[config.mk]
export PLATFORM = sky130hd
export DESIGN_NAME = halfbridge_interlock_fault_latch
export DESIGN_NICKNAME = d
export VERILOG_FILES = /design/src/rtl/hb_pkg.sv /design/src/rtl/halfbridge_interlock_fault_latch.sv
export SDC_FILE = /design/constraint.sdc
export NUM_CORES = 1
export LEC_CHECK = 0
export BUFFER_PORTS_ARGS = -buffer_cell sky130_fd_sc_hd__buf_4
export CAP_MARGIN = 20
export CORE_MARGIN = 3
export CORE_UTILIZATION = 57
export CTS_CLUSTER_SIZE = 28
export DETAILED_ROUTE_END_ITERATION = 7
export HOLD_SLACK_MARGIN = 0.05
export PLACE_DENSITY = 0.87
export SLEW_MARGIN = 20
export SYNTH_ARGS = -nofsm -noshare
export SYNTH_HDL_FRONTEND = slang
export SYNTH_SLANG_ARGS = --single-unit
export TNS_END_PERCENT = 30
[constraint.sdc]
create_clock -name mclk_i -period 2.26 [get_ports mclk_i]
set_input_delay 0.113 -clock mclk_i [delete_from_list [all_inputs] [get_ports mclk_i]]
set_output_delay 0.113 -clock mclk_i [all_outputs]
set_load 0.01 [all_outputs]
[src/rtl/hb_pkg.sv]
// constants and carrier types for the half-bridge interlock and fault latch
package hb_pkg;
  localparam int CLK_MHZ = 25;
  // times in ns; every count rounds up to whole clock cycles
  localparam int DT4_NS = 4000;
  localparam int DT3_NS = 3000;
  localparam int DT2_NS = 2000;
  localparam int DT1_NS = 1000;
  localparam int IDLE_NS = 9000;
  localparam int REL6_NS = 16000;
  localparam int REL7_NS = 7000;
  localparam int ERR_NS = 1300;
  localparam int BLANK_NS = 3500;
  localparam int DT4_CYC = (DT4_NS * CLK_MHZ + 999) / 1000;
  localparam int DT3_CYC = (DT3_NS * CLK_MHZ + 999) / 1000;
  localparam int DT2_CYC = (DT2_NS * CLK_MHZ + 999) / 1000;
  localparam int DT1_CYC = (DT1_NS * CLK_MHZ + 999) / 1000;
  localparam int IDLE_CYC = (IDLE_NS * CLK_MHZ + 999) / 1000;
  localparam int REL6_CYC = (REL6_NS * CLK_MHZ + 999) / 1000;
  localparam int REL7_CYC = (REL7_NS * CLK_MHZ + 999) / 1000;
  localparam int ERR_CYC = (ERR_NS * CLK_MHZ + 999) / 1000;
  localparam int BLANK_CYC = (BLANK_NS * CLK_MHZ + 999) / 1000;
  // register byte offsets
  localparam logic [7:0] REG_CTRL = 8'h00;
  localparam logic [7:0] REG_STATUS = 8'h04;
  localparam logic [7:0] REG_IRQ_STAT = 8'h08;
  localparam logic [7:0] REG_IRQ_CLR = 8'h0C;
  localparam logic [7:0] REG_IRQ_EN = 8'h10;
  // control fields
  localparam int CTRL_DESAT_EN = 0;
  localparam int CTRL_SW_FAULT = 1;
  localparam logic [1:0] CTRL_RST = 2'h1;
  // interrupt bits
  localparam int IRQ_LATCH = 0;
  localparam int IRQ_REL = 1;
  localparam int IRQ_CHOP = 2;
  localparam logic [2:0] IRQ_RST = 3'h0;
  // status fields
  localparam int ST_LATCH = 0;
  localparam int ST_PEND = 1;
  localparam int ST_CHOP = 2;
  localparam int ST_NOILK = 3;
  localparam int ST_DTA = 4;
  localparam int ST_DTB = 5;

  typedef struct packed {
    logic [2:0] high;
    logic [2:0] low;
  } bridge_t;

  typedef enum logic [2:0] {
    FS_RUN   = 3'h1,
    FS_DELAY = 3'h2,
    FS_LATCH = 3'h4
  } fault_st_t;
endpackage

[src/rtl/halfbridge_interlock_fault_latch.sv]
// gate command interlock, fault latch and chopper fault for three half-bridges
// Functional notes
// - command high means switch on
// - external fault low forces the six gate outputs off
// - fault output driven low or high
// - clear needs no source, six low >9us
// - release 16us six, 7us chopper
// - chopper fault output is open drain
// - chopper fault only while its command high
// - chopper fault may feed external input
// - dead time after partner turns off
// - straps pick 4/3/2/1 us dead time
// - disable strap grounded removes interlock
// - logic runs from one system clock
// - fault indication about 1.3us after event
// - desaturation check blanked after turn-on
module halfbridge_interlock_fault_latch (
  input  wire logic           mclk_i,
  input  wire logic           reset_n_i,
  input  wire hb_pkg::bridge_t cmd_i,
  input  wire logic           chopper_cmd_in_i,
  input  wire logic           ext_fault_in_n_i,
  input  wire logic           deadtime_strap_a_n_i,
  input  wire logic           deadtime_strap_b_n_i,
  input  wire logic           interlock_off_n_i,
  input  wire logic [6:0]     desat_i,
  output hb_pkg::bridge_t     gate_o,
  output logic                chopper_gate_o,
  output logic                fault_n_o,
  output logic                chopper_fault_out_n_o,
  output logic                chopper_fault_oe_o,
  output logic                irq_o,
  input  wire logic           wb_cyc_i,
  input  wire logic           wb_stb_i,
  input  wire logic           wb_we_i,
  input  wire logic [7:0]     wb_adr_i,
  input  wire logic [3:0]     wb_sel_i,
  input  wire logic [31:0]    wb_dat_i,
  output logic [31:0]         wb_dat_o,
  output logic                wb_ack_o
);
  //////////////////////////////////////////////////////////////////////////
  // declarations
  hb_pkg::bridge_t   gate_ff, nxt_gate;
  hb_pkg::fault_st_t st_ff, nxt_st;
  logic [9:0]  cnt_ff, nxt_cnt;
  logic [6:0]  dt_ff [3], nxt_dt [3];
  logic [6:0]  bl_ff [7], nxt_bl [7];
  logic [6:0]  dt_cyc;
  logic [6:0]  on_w, hit_w;
  logic        noilk, src, clear_ok, blocked;
  logic        chop_gate_ff, nxt_chop_gate, chop_flt_ff, nxt_chop_flt;
  logic        chop_ind_ff, nxt_chop_ind;
  logic [7:0]  chop_cnt_ff, nxt_chop_cnt;
  logic [1:0]  ctrl_ff, nxt_ctrl;
  logic [2:0]  irq_st_ff, nxt_irq_st, irq_en_ff, nxt_irq_en, ev;
  logic        ack_ff, nxt_ack;
  logic [31:0] rd_ff, nxt_rd;
  logic        req, wr;

  //////////////////////////////////////////////////////////////////////////
  // strap decode; grounded strap reads low
  // interlock removed
  assign noilk = ~interlock_off_n_i;
  always_comb begin
    unique case ({deadtime_strap_a_n_i, deadtime_strap_b_n_i})
      2'h3:    dt_cyc = 7'(hb_pkg::DT4_CYC);
      2'h2:    dt_cyc = 7'(hb_pkg::DT3_CYC);
      2'h1:    dt_cyc = 7'(hb_pkg::DT2_CYC);
      default: dt_cyc = 7'(hb_pkg::DT1_CYC);
    endcase
  end

  //////////////////////////////////////////////////////////////////////////
  // blanking counters: desaturation counts only once blank time is over
  assign on_w = {chop_gate_ff, gate_ff.high, gate_ff.low};
  for (genvar c = 0; c < 7; c++) begin : g_blank
    always_comb begin
      nxt_bl[c] = 7'h00;
      if (on_w[c]) begin
        nxt_bl[c] = bl_ff[c];
        if (bl_ff[c] != 7'(hb_pkg::BLANK_CYC)) begin
          nxt_bl[c] = bl_ff[c] + 7'h01;
        end
      end
    end
    assign hit_w[c] = on_w[c] & desat_i[c] & ctrl_ff[hb_pkg::CTRL_DESAT_EN]
                      & (bl_ff[c] == 7'(hb_pkg::BLANK_CYC));
    always_ff @(posedge mclk_i or negedge reset_n_i) begin
      if (!reset_n_i) begin
        bl_ff[c] <= 7'h00;
      end else begin
        bl_ff[c] <= nxt_bl[c];
      end
    end
  end

  //////////////////////////////////////////////////////////////////////////
  // six-channel fault state: delay, latch, idle-then-release
  assign src = ~ext_fault_in_n_i | ctrl_ff[hb_pkg::CTRL_SW_FAULT] | (|hit_w[5:0]);
  assign clear_ok = ~src & ~(|cmd_i.high) & ~(|cmd_i.low);
  assign blocked = (st_ff != hb_pkg::FS_RUN) | src;
  // intervals as cycle counts
  // any break in the idle span restarts the count, so short gaps never clear
  always_comb begin
    nxt_st = st_ff;
    nxt_cnt = 10'h000;
    unique case (st_ff)
      hb_pkg::FS_RUN: begin
        if (src) begin
          nxt_st = hb_pkg::FS_DELAY;
        end
      end
      hb_pkg::FS_DELAY: begin
        nxt_cnt = cnt_ff + 10'h001;
        if (cnt_ff == 10'(hb_pkg::ERR_CYC - 2)) begin
          nxt_st = hb_pkg::FS_LATCH;
          nxt_cnt = 10'h000;
        end
      end
      hb_pkg::FS_LATCH: begin
        if (clear_ok) begin
          nxt_cnt = cnt_ff + 10'h001;
          if (cnt_ff == 10'(hb_pkg::IDLE_CYC + hb_pkg::REL6_CYC)) begin
            nxt_st = hb_pkg::FS_RUN;
            nxt_cnt = 10'h000;
          end
        end
      end
    endcase
  end
  always_ff @(posedge mclk_i or negedge reset_n_i) begin
    if (!reset_n_i) begin
      st_ff <= hb_pkg::FS_RUN;
      cnt_ff <= 10'h000;
    end else begin
      st_ff <= nxt_st;
      cnt_ff <= nxt_cnt;
    end
  end
  assign fault_n_o = (st_ff != hb_pkg::FS_LATCH);

  //////////////////////////////////////////////////////////////////////////
  // interlock per half-bridge
  for (genvar b = 0; b < 3; b++) begin : g_ilk
    logic dt_ok;
    always_comb begin
      nxt_dt[b] = 7'h00;
      if (!gate_ff.high[b] && !gate_ff.low[b]) begin
        nxt_dt[b] = dt_ff[b];
        if (dt_ff[b] != 7'h7F) begin
          nxt_dt[b] = dt_ff[b] + 7'h01;
        end
      end
    end
    assign dt_ok = dt_ff[b] >= dt_cyc;
    always_comb begin
      nxt_gate.high[b] = cmd_i.high[b];
      nxt_gate.low[b] = cmd_i.low[b];
      if (!noilk) begin
        nxt_gate.high[b] = cmd_i.high[b] & ~cmd_i.low[b]
                           & (gate_ff.high[b] | (~gate_ff.low[b] & dt_ok));
        nxt_gate.low[b] = cmd_i.low[b] & ~cmd_i.high[b]
                          & (gate_ff.low[b] | (~gate_ff.high[b] & dt_ok));
      end
      if (blocked) begin
        nxt_gate.high[b] = 1'b0;
        nxt_gate.low[b] = 1'b0;
      end
    end
    always_ff @(posedge mclk_i or negedge reset_n_i) begin
      if (!reset_n_i) begin
        dt_ff[b] <= 7'h00;
      end else begin
        dt_ff[b] <= nxt_dt[b];
      end
    end
  end
  always_ff @(posedge mclk_i or negedge reset_n_i) begin
    if (!reset_n_i) begin
      gate_ff <= '0;
    end else begin
      gate_ff <= nxt_gate;
    end
  end
  // external fault cuts gates at once, without waiting a clock
  assign gate_o.high = gate_ff.high & {3{ext_fault_in_n_i}};
  assign gate_o.low = gate_ff.low & {3{ext_fault_in_n_i}};

  //////////////////////////////////////////////////////////////////////////
  // chopper channel: independent of the six bridge commands
  // its flag keeps its own count; the six-channel latch never clears it
  // chopper fault gated by its command
  always_comb begin
    nxt_chop_flt = chop_flt_ff | hit_w[6];
    nxt_chop_cnt = 8'h00;
    if (chopper_cmd_in_i == 1'b0 && chop_flt_ff) begin
      nxt_chop_cnt = chop_cnt_ff + 8'h01;
      if (chop_cnt_ff == 8'(hb_pkg::REL7_CYC - 1)) begin
        nxt_chop_flt = 1'b0;
      end
    end
    nxt_chop_gate = chopper_cmd_in_i & ~nxt_chop_flt;
    nxt_chop_ind = nxt_chop_flt & chopper_cmd_in_i;
  end
  always_ff @(posedge mclk_i or negedge reset_n_i) begin
    if (!reset_n_i) begin
      chop_flt_ff <= 1'b0;
      chop_cnt_ff <= 8'h00;
      chop_gate_ff <= 1'b0;
      chop_ind_ff <= 1'b0;
    end else begin
      chop_flt_ff <= nxt_chop_flt;
      chop_cnt_ff <= nxt_chop_cnt;
      chop_gate_ff <= nxt_chop_gate;
      chop_ind_ff <= nxt_chop_ind;
    end
  end
  assign chopper_gate_o = chop_gate_ff;
  assign chopper_fault_out_n_o = 1'b0;
  assign chopper_fault_oe_o = chop_ind_ff;

  //////////////////////////////////////////////////////////////////////////
  // interrupt events; a set in the clear cycle survives
  assign ev[hb_pkg::IRQ_LATCH] = (nxt_st == hb_pkg::FS_LATCH) & (st_ff != hb_pkg::FS_LATCH);
  assign ev[hb_pkg::IRQ_REL] = (nxt_st == hb_pkg::FS_RUN) & (st_ff == hb_pkg::FS_LATCH);
  assign ev[hb_pkg::IRQ_CHOP] = nxt_chop_flt & ~chop_flt_ff;
  assign irq_o = |(irq_st_ff & irq_en_ff);

  //////////////////////////////////////////////////////////////////////////
  // classic wishbone slave, one wait state, unmapped reads give zero
  // only byte lane 0 carries fields, so writes without sel[0] are dropped
  assign req = wb_cyc_i & wb_stb_i & ~ack_ff;
  assign wr = req & wb_we_i & wb_sel_i[0];
  always_comb begin
    nxt_ack = req;
    nxt_ctrl = ctrl_ff;
    nxt_irq_en = irq_en_ff;
    nxt_irq_st = irq_st_ff;
    nxt_rd = rd_ff;
    if (wr && wb_adr_i == hb_pkg::REG_CTRL) begin
      nxt_ctrl = wb_dat_i[1:0];
    end
    if (wr && wb_adr_i == hb_pkg::REG_IRQ_EN) begin
      nxt_irq_en = wb_dat_i[2:0];
    end
    if (wr && wb_adr_i == hb_pkg::REG_IRQ_CLR) begin
      nxt_irq_st = irq_st_ff & ~wb_dat_i[2:0];
    end
    nxt_irq_st = nxt_irq_st | ev;
    if (req && !wb_we_i) begin
      nxt_rd = 32'h0000_0000;
      unique case (wb_adr_i)
        hb_pkg::REG_CTRL:     nxt_rd[1:0] = ctrl_ff;
        hb_pkg::REG_IRQ_STAT: nxt_rd[2:0] = irq_st_ff;
        hb_pkg::REG_IRQ_EN:   nxt_rd[2:0] = irq_en_ff;
        hb_pkg::REG_STATUS: begin
          nxt_rd[hb_pkg::ST_LATCH] = (st_ff == hb_pkg::FS_LATCH);
          nxt_rd[hb_pkg::ST_PEND] = (st_ff == hb_pkg::FS_DELAY);
          nxt_rd[hb_pkg::ST_CHOP] = chop_ind_ff;
          nxt_rd[hb_pkg::ST_NOILK] = noilk;
          nxt_rd[hb_pkg::ST_DTA] = deadtime_strap_a_n_i;
          nxt_rd[hb_pkg::ST_DTB] = deadtime_strap_b_n_i;
        end
        default: nxt_rd = 32'h0000_0000;
      endcase
    end
  end
  always_ff @(posedge mclk_i or negedge reset_n_i) begin
    if (!reset_n_i) begin
      ack_ff <= 1'b0;
      ctrl_ff <= hb_pkg::CTRL_RST;
      irq_en_ff <= hb_pkg::IRQ_RST;
      irq_st_ff <= hb_pkg::IRQ_RST;
      rd_ff <= 32'h0000_0000;
    end else begin
      ack_ff <= nxt_ack;
      ctrl_ff <= nxt_ctrl;
      irq_en_ff <= nxt_irq_en;
      irq_st_ff <= nxt_irq_st;
      rd_ff <= nxt_rd;
    end
  end
  assign wb_ack_o = ack_ff;
  assign wb_dat_o = rd_ff;
endmodule

==> out/metrics.csv, run 1 <==
metric,value,unit
port_buffers,51,
grt_pass1_wl,24800,microns
maxCapViolCount,0,
yosys.area_share.simple,22.26,%
worst_slew_pin_slew,0.5603,ns
core_area,11030,sq um
vias,5246,
ys_seq_area_share,43.96,%
first_pass_iters,5,
fin_crit_sh,96.36,%
die_h,113.2,microns
synth_top_family_by_area,simple AND/OR/NAND/NOR gates,
p_switching,0.001933,W
layout_common_cells,"dfrtp_1, nor2_1, buf_4",
diodes,0,
synth_edf_count,0,
drc,0,
crit_fanout,7,
synthXorXnorAreaFrac,6.951,%
drt_iter0_drc,310,
track_usage,24.18,%
outcome,completed,
pwr-share-clk,38.6,%
syn_avg_cell_area,9.795,sq um
synth_warnings,0,
layout.cells.non_filler,909,
area_delta_synth_final,18.94,%
worstSetupPathType,register to register,
insertion_delay,0.42,ns
io_pins,111,
totalWireLength,15100,microns
synthCells,669,
synth-adder-area-share,8.784,%
clock-sinks,115,
dieArea,12820,sq um
p_int,0.004276,W
critical_path.max_stage_delay,0.42,ns
setup_viol,0,
seqPwrFrac,40.5,%
end_kind,register,
layout_commonest_cell,dfrtp_1,
num_rows,38,
antenna_found_initial,0,
stdcell_area,7794,sq um
post-place-cells,861,
clkTransAtPathRegs,0.06,ns
grt_pass1_vias,5291,
post_drt_via_cell_ratio,5.771,
dp.final_hpwl,10390,microns
nNetsFinal,869,
ys_types,63,
fp.dieW,113.2,microns
post_dp_cell_area,7063,sq um
routedWlPerCell,16.61,microns
pwr-share-comb,20.9,%
cts_buffer_depth,2,
slew_headroom,62.36,%
finClkSkew,0.009552,ns
crit_slowest_cell,a2111oi_2,
ir_worst_vdd,0.0006772,V
synth_area,6553,sq um
required,2.55,ns
crit_chain,inv_1 > ha_1 > nor4bb_2 > and3b_1 > o31ai_4 > nand3_4 > a2111oi_2,
fillCellCount,747,
drtAntennaViolNets,0,
clockRootBuffer,clkbuf_16,
muxShareOfSynthArea,1.623,%
yosysTopAreaCell,dfrtp_1,
synth-seq-cells,115,
sw_frac_of_total,31.13,%
synthTopCellsByArea,"dfrtp_1, ha_1, nor2_1",
hp-class,input pin to register,
drive_above_1_share,15.73,%
critPathBufInv,1,
cellLeakagePower,3.560,nW
fin_setup_tns,0,ns
cts_tree,done,
start_util,59.40,%
overflow,0,
report.final.slew_viol_count,0,
startpoint_type,register,
grt_max_degree,53,
worstPathArrival,2.47,ns
fin_crit,2.178,ns
synth_compound_gate_area_share,10.46,%
powerDensity,796.6,nW/um^2
htree_levels,4,
synth_top_area_share,43.15,%
fmax,459.2,MHz
gp_congestion,0.8587,
cts-buffers-inserted,17,
finalHoldViolations,0,
synth-async-reset-ratio,100.0,%
synth_top_flop_cell,dfrtp_1,
critical_path.top_delay_family,compound AO/OA/AOI/OAI gates,
==> sequential cells by signal, summed over array words and instances (netlist names), 2 cells and up <==
register,cells
st_ff,3
chop_cnt_ff,8
gate_ff,6
ctrl_ff,2
dt_ff,21
irq_st_ff,3
wb_dat_o,6
bl_ff,49
irq_en_ff,3
cnt_ff,10
==> stage by stage <==
stage	util (%)	hold slack, ns	setup WS, ns	total power, W
after detailed placement	64.03	0.1282	0.01945	0.003772
after floorplan	-	-0.1826	0.2370	0.003395
after global placement	64.03	0.1174	0.09179	0.003626
after CTS	70.12	0.05548	0.02221	0.006210
after global routing	70.66	0.08284	-0.006771	0.006518
final	70.66	0.08165	0.08235	0.006209
==> logic make-up (layout without fill, tap and decap cells) <==
kind of cell             Yosys count  after routing
AND/OR/NAND/NOR                  273            273
flip-flops                       115            115
AO/OA/AOI/OAI                     96             96
buffers and inverters             76            150
XOR/XNOR                          52             52
adder cells (fa/ha/maj)           46             46
multiplexers                      10             10
other                              1             27
==> synthesized netlist by cell type, drive strengths merged (3+ instances only) <==
master and n:
dfrtp 113, nor2 77, ha 46, nand3 41, inv 40, nand2 31
and2 29, o21ai 28, buf 27, xnor2 27, xor2 25, and3 16
a21oi 14, nor2b 13, nand4 12, or3 12, a21boi 11, nor3 11
clkbuf 8, a2111oi 6, a31oi 6, nand2b 6, mux2 5, mux2i 5
a211o 4, o31ai 4, or2 4, a41oi 3, nand4bb 3, nor3b 3
nor4bb 3, o21a 3
==> metal layers <==
metal	track usage [%]	up-vias	part of all wire (%)
met5	0	-	0
met1	30.05	2596	43
met4	8.654	0	1.6
met2	41.27	179	51
met3	5.722	30	5.1
li1	-	2441	-
==> timing repair <==
action | CTS | global route
setup buffers | 0 | 2
hold buffers | 14 | 0
hold endpoints to repair | 55 | 0
resized for setup | 0 | 8
setup endpoints to repair | 0 | 14
==> path summary, 6_finish.rpt <==
path / start / end / slack (ns) / cells after the start
max: bl_ff[42]$_DFFE_PN0P_ / gate_ff[0]$_DFF_PN0_ / 0.08 / 7
min: deadtime_strap_b_n_i / wb_dat_o[5]$_DFFE_PN0P_ / 0.08 / 3
max reg2reg: bl_ff[42]$_DFFE_PN0P_ / gate_ff[0]$_DFF_PN0_ / 0.08 / 7
min reg2reg: cnt_ff[0]$_DFF_PN0_ / cnt_ff[0]$_DFF_PN0_ / 0.49 / 1
max in group asynchronous: reset_n_i / dt_ff[0]$_DFFE_PN0P_ / 1.29 / 3
min in group asynchronous: reset_n_i / bl_ff[41]$_DFFE_PN0P_ / 0.22 / 2
==> final cells by class <==
| type | instances | area, sq um | share of cell area [%] |
|---|---|---|---|
| clock inverters | 13 | 88.84 | 1.140 |
| multi-input cells | 504 | 3427 | 43.97 |
| clock buffers | 19 | 442.9 | 5.683 |
| flip-flops and latches | 115 | 2880 | 36.96 |
| well taps | 140 | 175.2 | 2.248 |
| inverters | 41 | 153.9 | 1.975 |
| repair buffers | 77 | 625.6 | 8.027 |
==> power groups by stage <==
stage          registers [W]  logic (W)  clock network, W
2_1_floorplan        0.00247   0.000926                 0
3_3_place_gp         0.00252    0.00111                 0
3_5_place_dp         0.00254    0.00123                 0
4_1_cts              0.00251    0.00128           0.00243
5_1_grt              0.00254    0.00147           0.00251
6_report             0.00252    0.00130           0.00240
==> worst reg2reg max path, delay by kind of cell (launching register included) <==
family / cells / cell delay [ns]
AOI/OAI and AO/OA: 2 / 0.81
and+or+nand+nor: 3 / 0.59
DFF: 1 / 0.37
buffers and inverters: 1 / 0.09
adders and majority gates: 1 / 0.20
No activity file was read; power rests on OpenSTA's default activity.
==> run 2: changes to the inputs <==
HOLD_SLACK_MARGIN = 0.1   (was 0.05)
==> run 2 against run 1 <==
- non-clock buffer count grew 1
- critical path type unchanged
- register-to-register slack is essentially flat
- hold slack gained 0.040 ns
- cell count grew 0.11%
- clock-buffer cell count is the same
- critical endpoint unchanged
==> out/metrics.csv, run 2 (synthesized netlist as in run 1, its figures left out) <==
metric,value,unit,change
outcome,completed,,
sw_frac_of_total,31.05,%,-0.085 points
whs,0.1219,ns,+0.04023 ns
fp.dieW,113.2,microns,unchanged
worstSetupPathType,register to register,,
fin_crit,2.169,ns,-0.008719 ns
end_kind,register,,
post_drt_via_cell_ratio,5.777,,about the same
p_switching,0.001926,W,-0.38%
finClkSkew,0.009559,ns,+0.000007110 ns
fmax,461.1,MHz,+0.40%
start_util,59.40,%,unchanged
setup_viol,0,,unchanged
die_h,113.2,microns,unchanged
drc,0,,unchanged
dieArea,12820,sq um,unchanged
insertion_delay,0.42,ns,about the same
gp_congestion,0.8587,,unchanged
maxCapViolCount,0,,unchanged
fillCellCount,742,,-0.67%
clock-sinks,115,,unchanged
track_usage,24.17,%,about the same
worst_slew_pin_slew,0.5241,ns,-0.03622 ns
grt_pass1_wl,24780,microns,about the same
grt_max_degree,53,,unchanged
dp.final_hpwl,10390,microns,unchanged
p_int,0.004276,W,about the same
drt_iter0_drc,294,,-5.2%
required,2.55,ns,about the same
pwr-share-comb,20.8,%,about the same
report.final.slew_viol_count,0,,unchanged
antenna_found_initial,0,,unchanged
slew_headroom,64.79,%,+2.4 points
clockRootBuffer,clkbuf_16,,
cts_buffer_depth,2,,unchanged
startpoint_type,register,,
htree_levels,4,,unchanged
postLayoutCoreUtil,70.75,%,+0.091 points
clkTransAtPathRegs,0.05,ns,about the same
reg_top3,"bl_ff x49, dt_ff x21, cnt_ff x10",,
vias,5257,,+0.21%
seqPwrFrac,40.6,%,about the same
routedWlPerCell,16.54,microns,-0.40%
drtAntennaViolNets,0,,unchanged
num_rows,38,,unchanged
layout.cells.non_filler,910,,+0.11%
crit_fanout,7,,unchanged
port_buffers,51,,unchanged
ir_worst_vdd,0.0006761,V,-0.17%
first_pass_iters,5,,unchanged
cts-buffers-inserted,17,,unchanged
pwr-share-clk,38.6,%,about the same
cts_tree,done,,
overflow,0,,unchanged
post-place-cells,861,,unchanged
finalHoldViolations,0,,unchanged
totalWireLength,15050,microns,-0.29%
drive_above_1_share,15.71,%,-0.020 points
diodes,0,,unchanged
powerDensity,794.7,nW/um^2,-0.24%
largest_reg_flops,49,,unchanged
core_area,11030,sq um,unchanged
area_delta_synth_final,19.09,%,
regMostFlops,bl_ff,,
layout_common_cells,"dfrtp_1, nor2_1, buf_4",,
worstPathArrival,2.46,ns,about the same
fin_crit_sh,95.97,%,-0.39 points
io_pins,111,,unchanged
hp-class,input pin to register,,
grt_pass1_vias,5287,,-0.076%
layout_commonest_cell,dfrtp_1,,
nNetsFinal,870,,+0.12%
cellLeakagePower,3.564,nW,+0.12%
==> run 2: power groups by stage <==
stage / registers, W / clock network (W) / logic [W]
4_1_cts: 0.00251 / 0.00243 / 0.00128
3_5_place_dp: 0.00254 / 0 / 0.00123
2_1_floorplan: 0.00247 / 0 / 0.000926
3_3_place_gp: 0.00252 / 0 / 0.00111
6_report: 0.00252 / 0.00239 / 0.00129
5_1_grt: 0.00254 / 0.00251 / 0.00147
==> run 2: metal layers <==
layer | part of all wire, % | wire length (microns) | track usage [%]
met1 | 42 | 6253 | 30.08
met2 | 50 | 7601 | 41.19
met3 | 5.9 | 886 | 5.722
met4 | 2.1 | 311 | 8.654
met5 | 0 | 0 | 0
==> run 2: through the flow <==
stage               setup WS [ns]  total power, W  cell area, sq um  setup TNS [ns]
floorplan                  0.2370        0.003395              6650               0
global placement          0.09179        0.003626              7063               0
detailed placement        0.01945        0.003772              7063               0
CTS                       0.02221        0.006212              7745               0
global route            -0.006771        0.006519              7804       -0.006771
finish                    0.09107        0.006202              7804               0
==> run 2: what timing repair did <==
action                                 in CTS  in global routing
gates resized for setup                     0                  8
setup endpoints to repair                   0                 14
buffers inserted                            0                  2
endpoints found under the hold margin      56                  0
hold buffers                               15                  0
==> run 2: area by class of cell <==
cell class / instances / area [sq um] / share of cell area (%)
Clock inverter: 13 / 88.84 / 1.138
Timing Repair Buffer: 78 / 635.6 / 8.145
Clock buffer: 19 / 442.9 / 5.676
Sequential cell: 115 / 2880 / 36.91
Multi-Input combinational cell: 504 / 3427 / 43.92
Tap cell: 140 / 175.2 / 2.245
Inverter: 41 / 153.9 / 1.972
==> run 2: final timing paths <==
kind / startpoint / end / slack (ns) / depth (start not counted)
setup / recovery: bl_ff[42]$_DFFE_PN0P_ / gate_ff[0]$_DFF_PN0_ / 0.09 / 7
hold / removal: desat_i[6] / irq_st_ff[2]$_DFF_PN0_ / 0.12 / 5
setup reg to reg: bl_ff[42]$_DFFE_PN0P_ / gate_ff[0]$_DFF_PN0_ / 0.09 / 7
hold reg to reg: cnt_ff[0]$_DFF_PN0_ / cnt_ff[0]$_DFF_PN0_ / 0.49 / 1
max in group asynchronous: reset_n_i / dt_ff[0]$_DFFE_PN0P_ / 1.29 / 3
min in group asynchronous: reset_n_i / bl_ff[39]$_DFFE_PN0P_ / 0.22 / 2
==> run 2: critical path, cell delays in order, from the launching register on <==
cell	delay [ns]
dfrtp_1	0.37
inv_1	0.09
ha_1	0.20
nor4bb_2	0.18
and3b_1	0.21
o31ai_4	0.39
nand3_4	0.19
a2111oi_2	0.42
==> run 3: changes to the inputs <==
CORE_UTILIZATION = 60   (was 57)
PLACE_DENSITY = 0.9   (was 0.87)
clock period = 2.6 ns   (was 2.26 ns; I/O delays follow)
==> run 3 against run 2 <==
- the run now ends with negative setup slack left
- register-to-register slack better by 0.05 ns
- sequential share of layout area fell by 0.26 points
- global-route usage up 1.8 points
- non-clock buffer count did not move
- highest routed layer unchanged
==> out/metrics.csv, run 3 (synthesized netlist as in run 1, its figures left out) <==
metric,value,unit,change
outcome,"complete, but fails checks",,
violations,negative setup slack,,
slew_headroom,49.80,%,-15 points
regMostFlops,bl_ff,,
overflow,0,,unchanged
nNetsFinal,870,,unchanged
maxCapViolCount,0,,unchanged
drtAntennaViolNets,0,,unchanged
post_drt_via_cell_ratio,5.853,,+1.3%
drt_iter0_drc,428,,+46%
reg_top3,"bl_ff x49, dt_ff x21, cnt_ff x10",,
fp.dieW,110.5,microns,-2.4%
finClkSkew,0.007240,ns,-0.002319 ns
place_ws,0.2629,ns,+0.2434 ns
r2r_setup_slack,0.14,ns,+0.05 ns
diodes,0,,unchanged
area_delta_synth_final,19.94,%,
dieArea,12210,sq um,-4.7%
cts_buffer_depth,2,,unchanged
ir_worst_vdd,0.0006983,V,+3.3%
powerDensity,737.7,nW/um^2,-7.2%
required,2.96,ns,+0.41 ns
die_h,110.5,microns,-2.4%
fin_crit_sh,101.2,%,
report.final.slew_viol_count,0,,unchanged
layout_commonest_cell,dfrtp_1,,
worst_slew_pin_slew,0.7530,ns,+0.2289 ns
cts-buffers-inserted,17,,unchanged
dp.final_hpwl,10310,microns,-0.74%
track_usage,25.99,%,+1.8 points
fillCellCount,674,,-9.2%
postLayoutCoreUtil,75.11,%,+4.4 points
largest_reg_flops,49,,unchanged
vias,5303,,+0.88%
crit_fanout,6,,-1
routedWlPerCell,17.10,microns,+3.4%
setup_viol,1,,+1
post_dp_cell_area,7038,sq um,-0.35%
first_pass_iters,8,,+3
worstPathArrival,2.99,ns,+0.53 ns
finalHoldViolations,0,,unchanged
totalWireLength,15500,microns,+2.9%
r2r-start,bl_ff[28]$_DFFE_PN0P_,,
rsz0062_at_grt,no,,
cellLeakagePower,3.591,nW,+0.76%
grt_max_degree,59,,+11%
startpoint_type,input pin,,
clock-sinks,115,,unchanged
end_kind,register,,
stdcell_area,7859,sq um,+0.71%
setup_ws,-0.03223,ns,-0.1233 ns
start_util,62.63,%,+3.2 points
startpoint,deadtime_strap_a_n_i,,
htree_levels,4,,unchanged
layout_common_cells,"dfrtp_1, nor2_1, buf_4",,
core_area,10460,sq um,-5.2%
grt_pass1_vias,5478,,+3.6%
fmax,379.9,MHz,
clkTransAtPathRegs,0.06,ns,about the same
grt_pass1_wl,25650,microns,+3.5%
io_pins,111,,unchanged
clockRootBuffer,clkbuf_8,,
gp_congestion,0.8430,,-1.8%
hp-class,input pin to register,,
insertion_delay,0.53,ns,+0.11 ns
cts_tree,done,,
port_buffers,51,,unchanged
antenna_found_initial,0,,unchanged
fin_crit,2.632,ns,
drc,0,,unchanged
drive_above_1_share,14.55,%,-1.2 points
worstSetupPathType,input pin to register,,
num_rows,37,,-2.6%
min_from,wb_adr_i[2],,
-- run 3: changes by cell type in the layout (fill, tap and decap cells not counted), sizes merged --
cell and change:
buf -3, bufinv +4, clkbuf -2, clkinv -4
dlygate4sd3 +3, inv +2
-- run 3: layout make-up --
cell class | instances | area, sq um | share of cell area (%)
Multi-Input combinational cell | 504 | 3403 | 43.31
Timing Repair Buffer | 78 | 630.6 | 8.024
Clock buffer | 17 | 414.1 | 5.270
Tap cell | 136 | 170.2 | 2.165
Inverter | 41 | 153.9 | 1.958
Sequential cell | 115 | 2880 | 36.65
Clock inverter | 15 | 206.4 | 2.627
-- run 3: layer usage --
layer / vias up / global-route usage, % / routed length (microns)
met3: 74 / 7.342 / 917
met1: 2572 / 28.94 / 6022
met5: - / 0 / 0
met2: 206 / 44.66 / 7885
li1: 2451 / - / -
met4: 0 / 14.45 / 670
-- run 3: power by group --
part	leakage (nW)	internal, W	switching [W]
Clock	0.287	0.00156	0.000875
Sequential	1.53	0.00197	0.000219
Combinational	1.77	0.000521	0.000651
-- run 3: worst max-delay path: stages --
cell           delay [ns]
dlygate4sd3_1        0.54
buf_4                0.16
inv_1                0.06
buf_4                0.16
ha_1                 0.20
o21bai_1             0.28
ha_1                 0.22
nand3_1              0.10
o21ai_0              0.37
o41ai_1              0.17
a2111oi_1            0.58
-- run 3: timing repair --
item	CTS	global route
buffers inserted	0	0
resized for setup	0	2
hold endpoints to repair	85	0
hold buffers	18	0
setup endpoints to repair	0	2
-- run 3: final timing paths --
kind,endpoint,cells past startpoint
max in group asynchronous,st_ff[0]$_DFF_PN1_,3
worst min register to register,wb_dat_o[4]$_DFFE_PN0P_,2
worst max-delay path,gate_ff[1]$_DFF_PN0_,11
min in group asynchronous,bl_ff[41]$_DFFE_PN0P_,2
worst max register to register,gate_ff[1]$_DFF_PN0_,7
worst min-delay path,wb_dat_o[4]$_DFFE_PN0P_,3
-- run 3: stage by stage --
step | std cells | total power (W) | hold WS [ns] | setup TNS (ns)
floorplan | 695 | 0.002951 | -0.1656 | 0
global placement | 856 | 0.003146 | 0.2299 | 0
detailed placement | 856 | 0.003275 | 0.2327 | 0
CTS | 906 | 0.005758 | 0.1064 | 0
global route | 906 | 0.006076 | 0.1211 | 0
finish | 906 | 0.005797 | 0.1274 | -0.03223
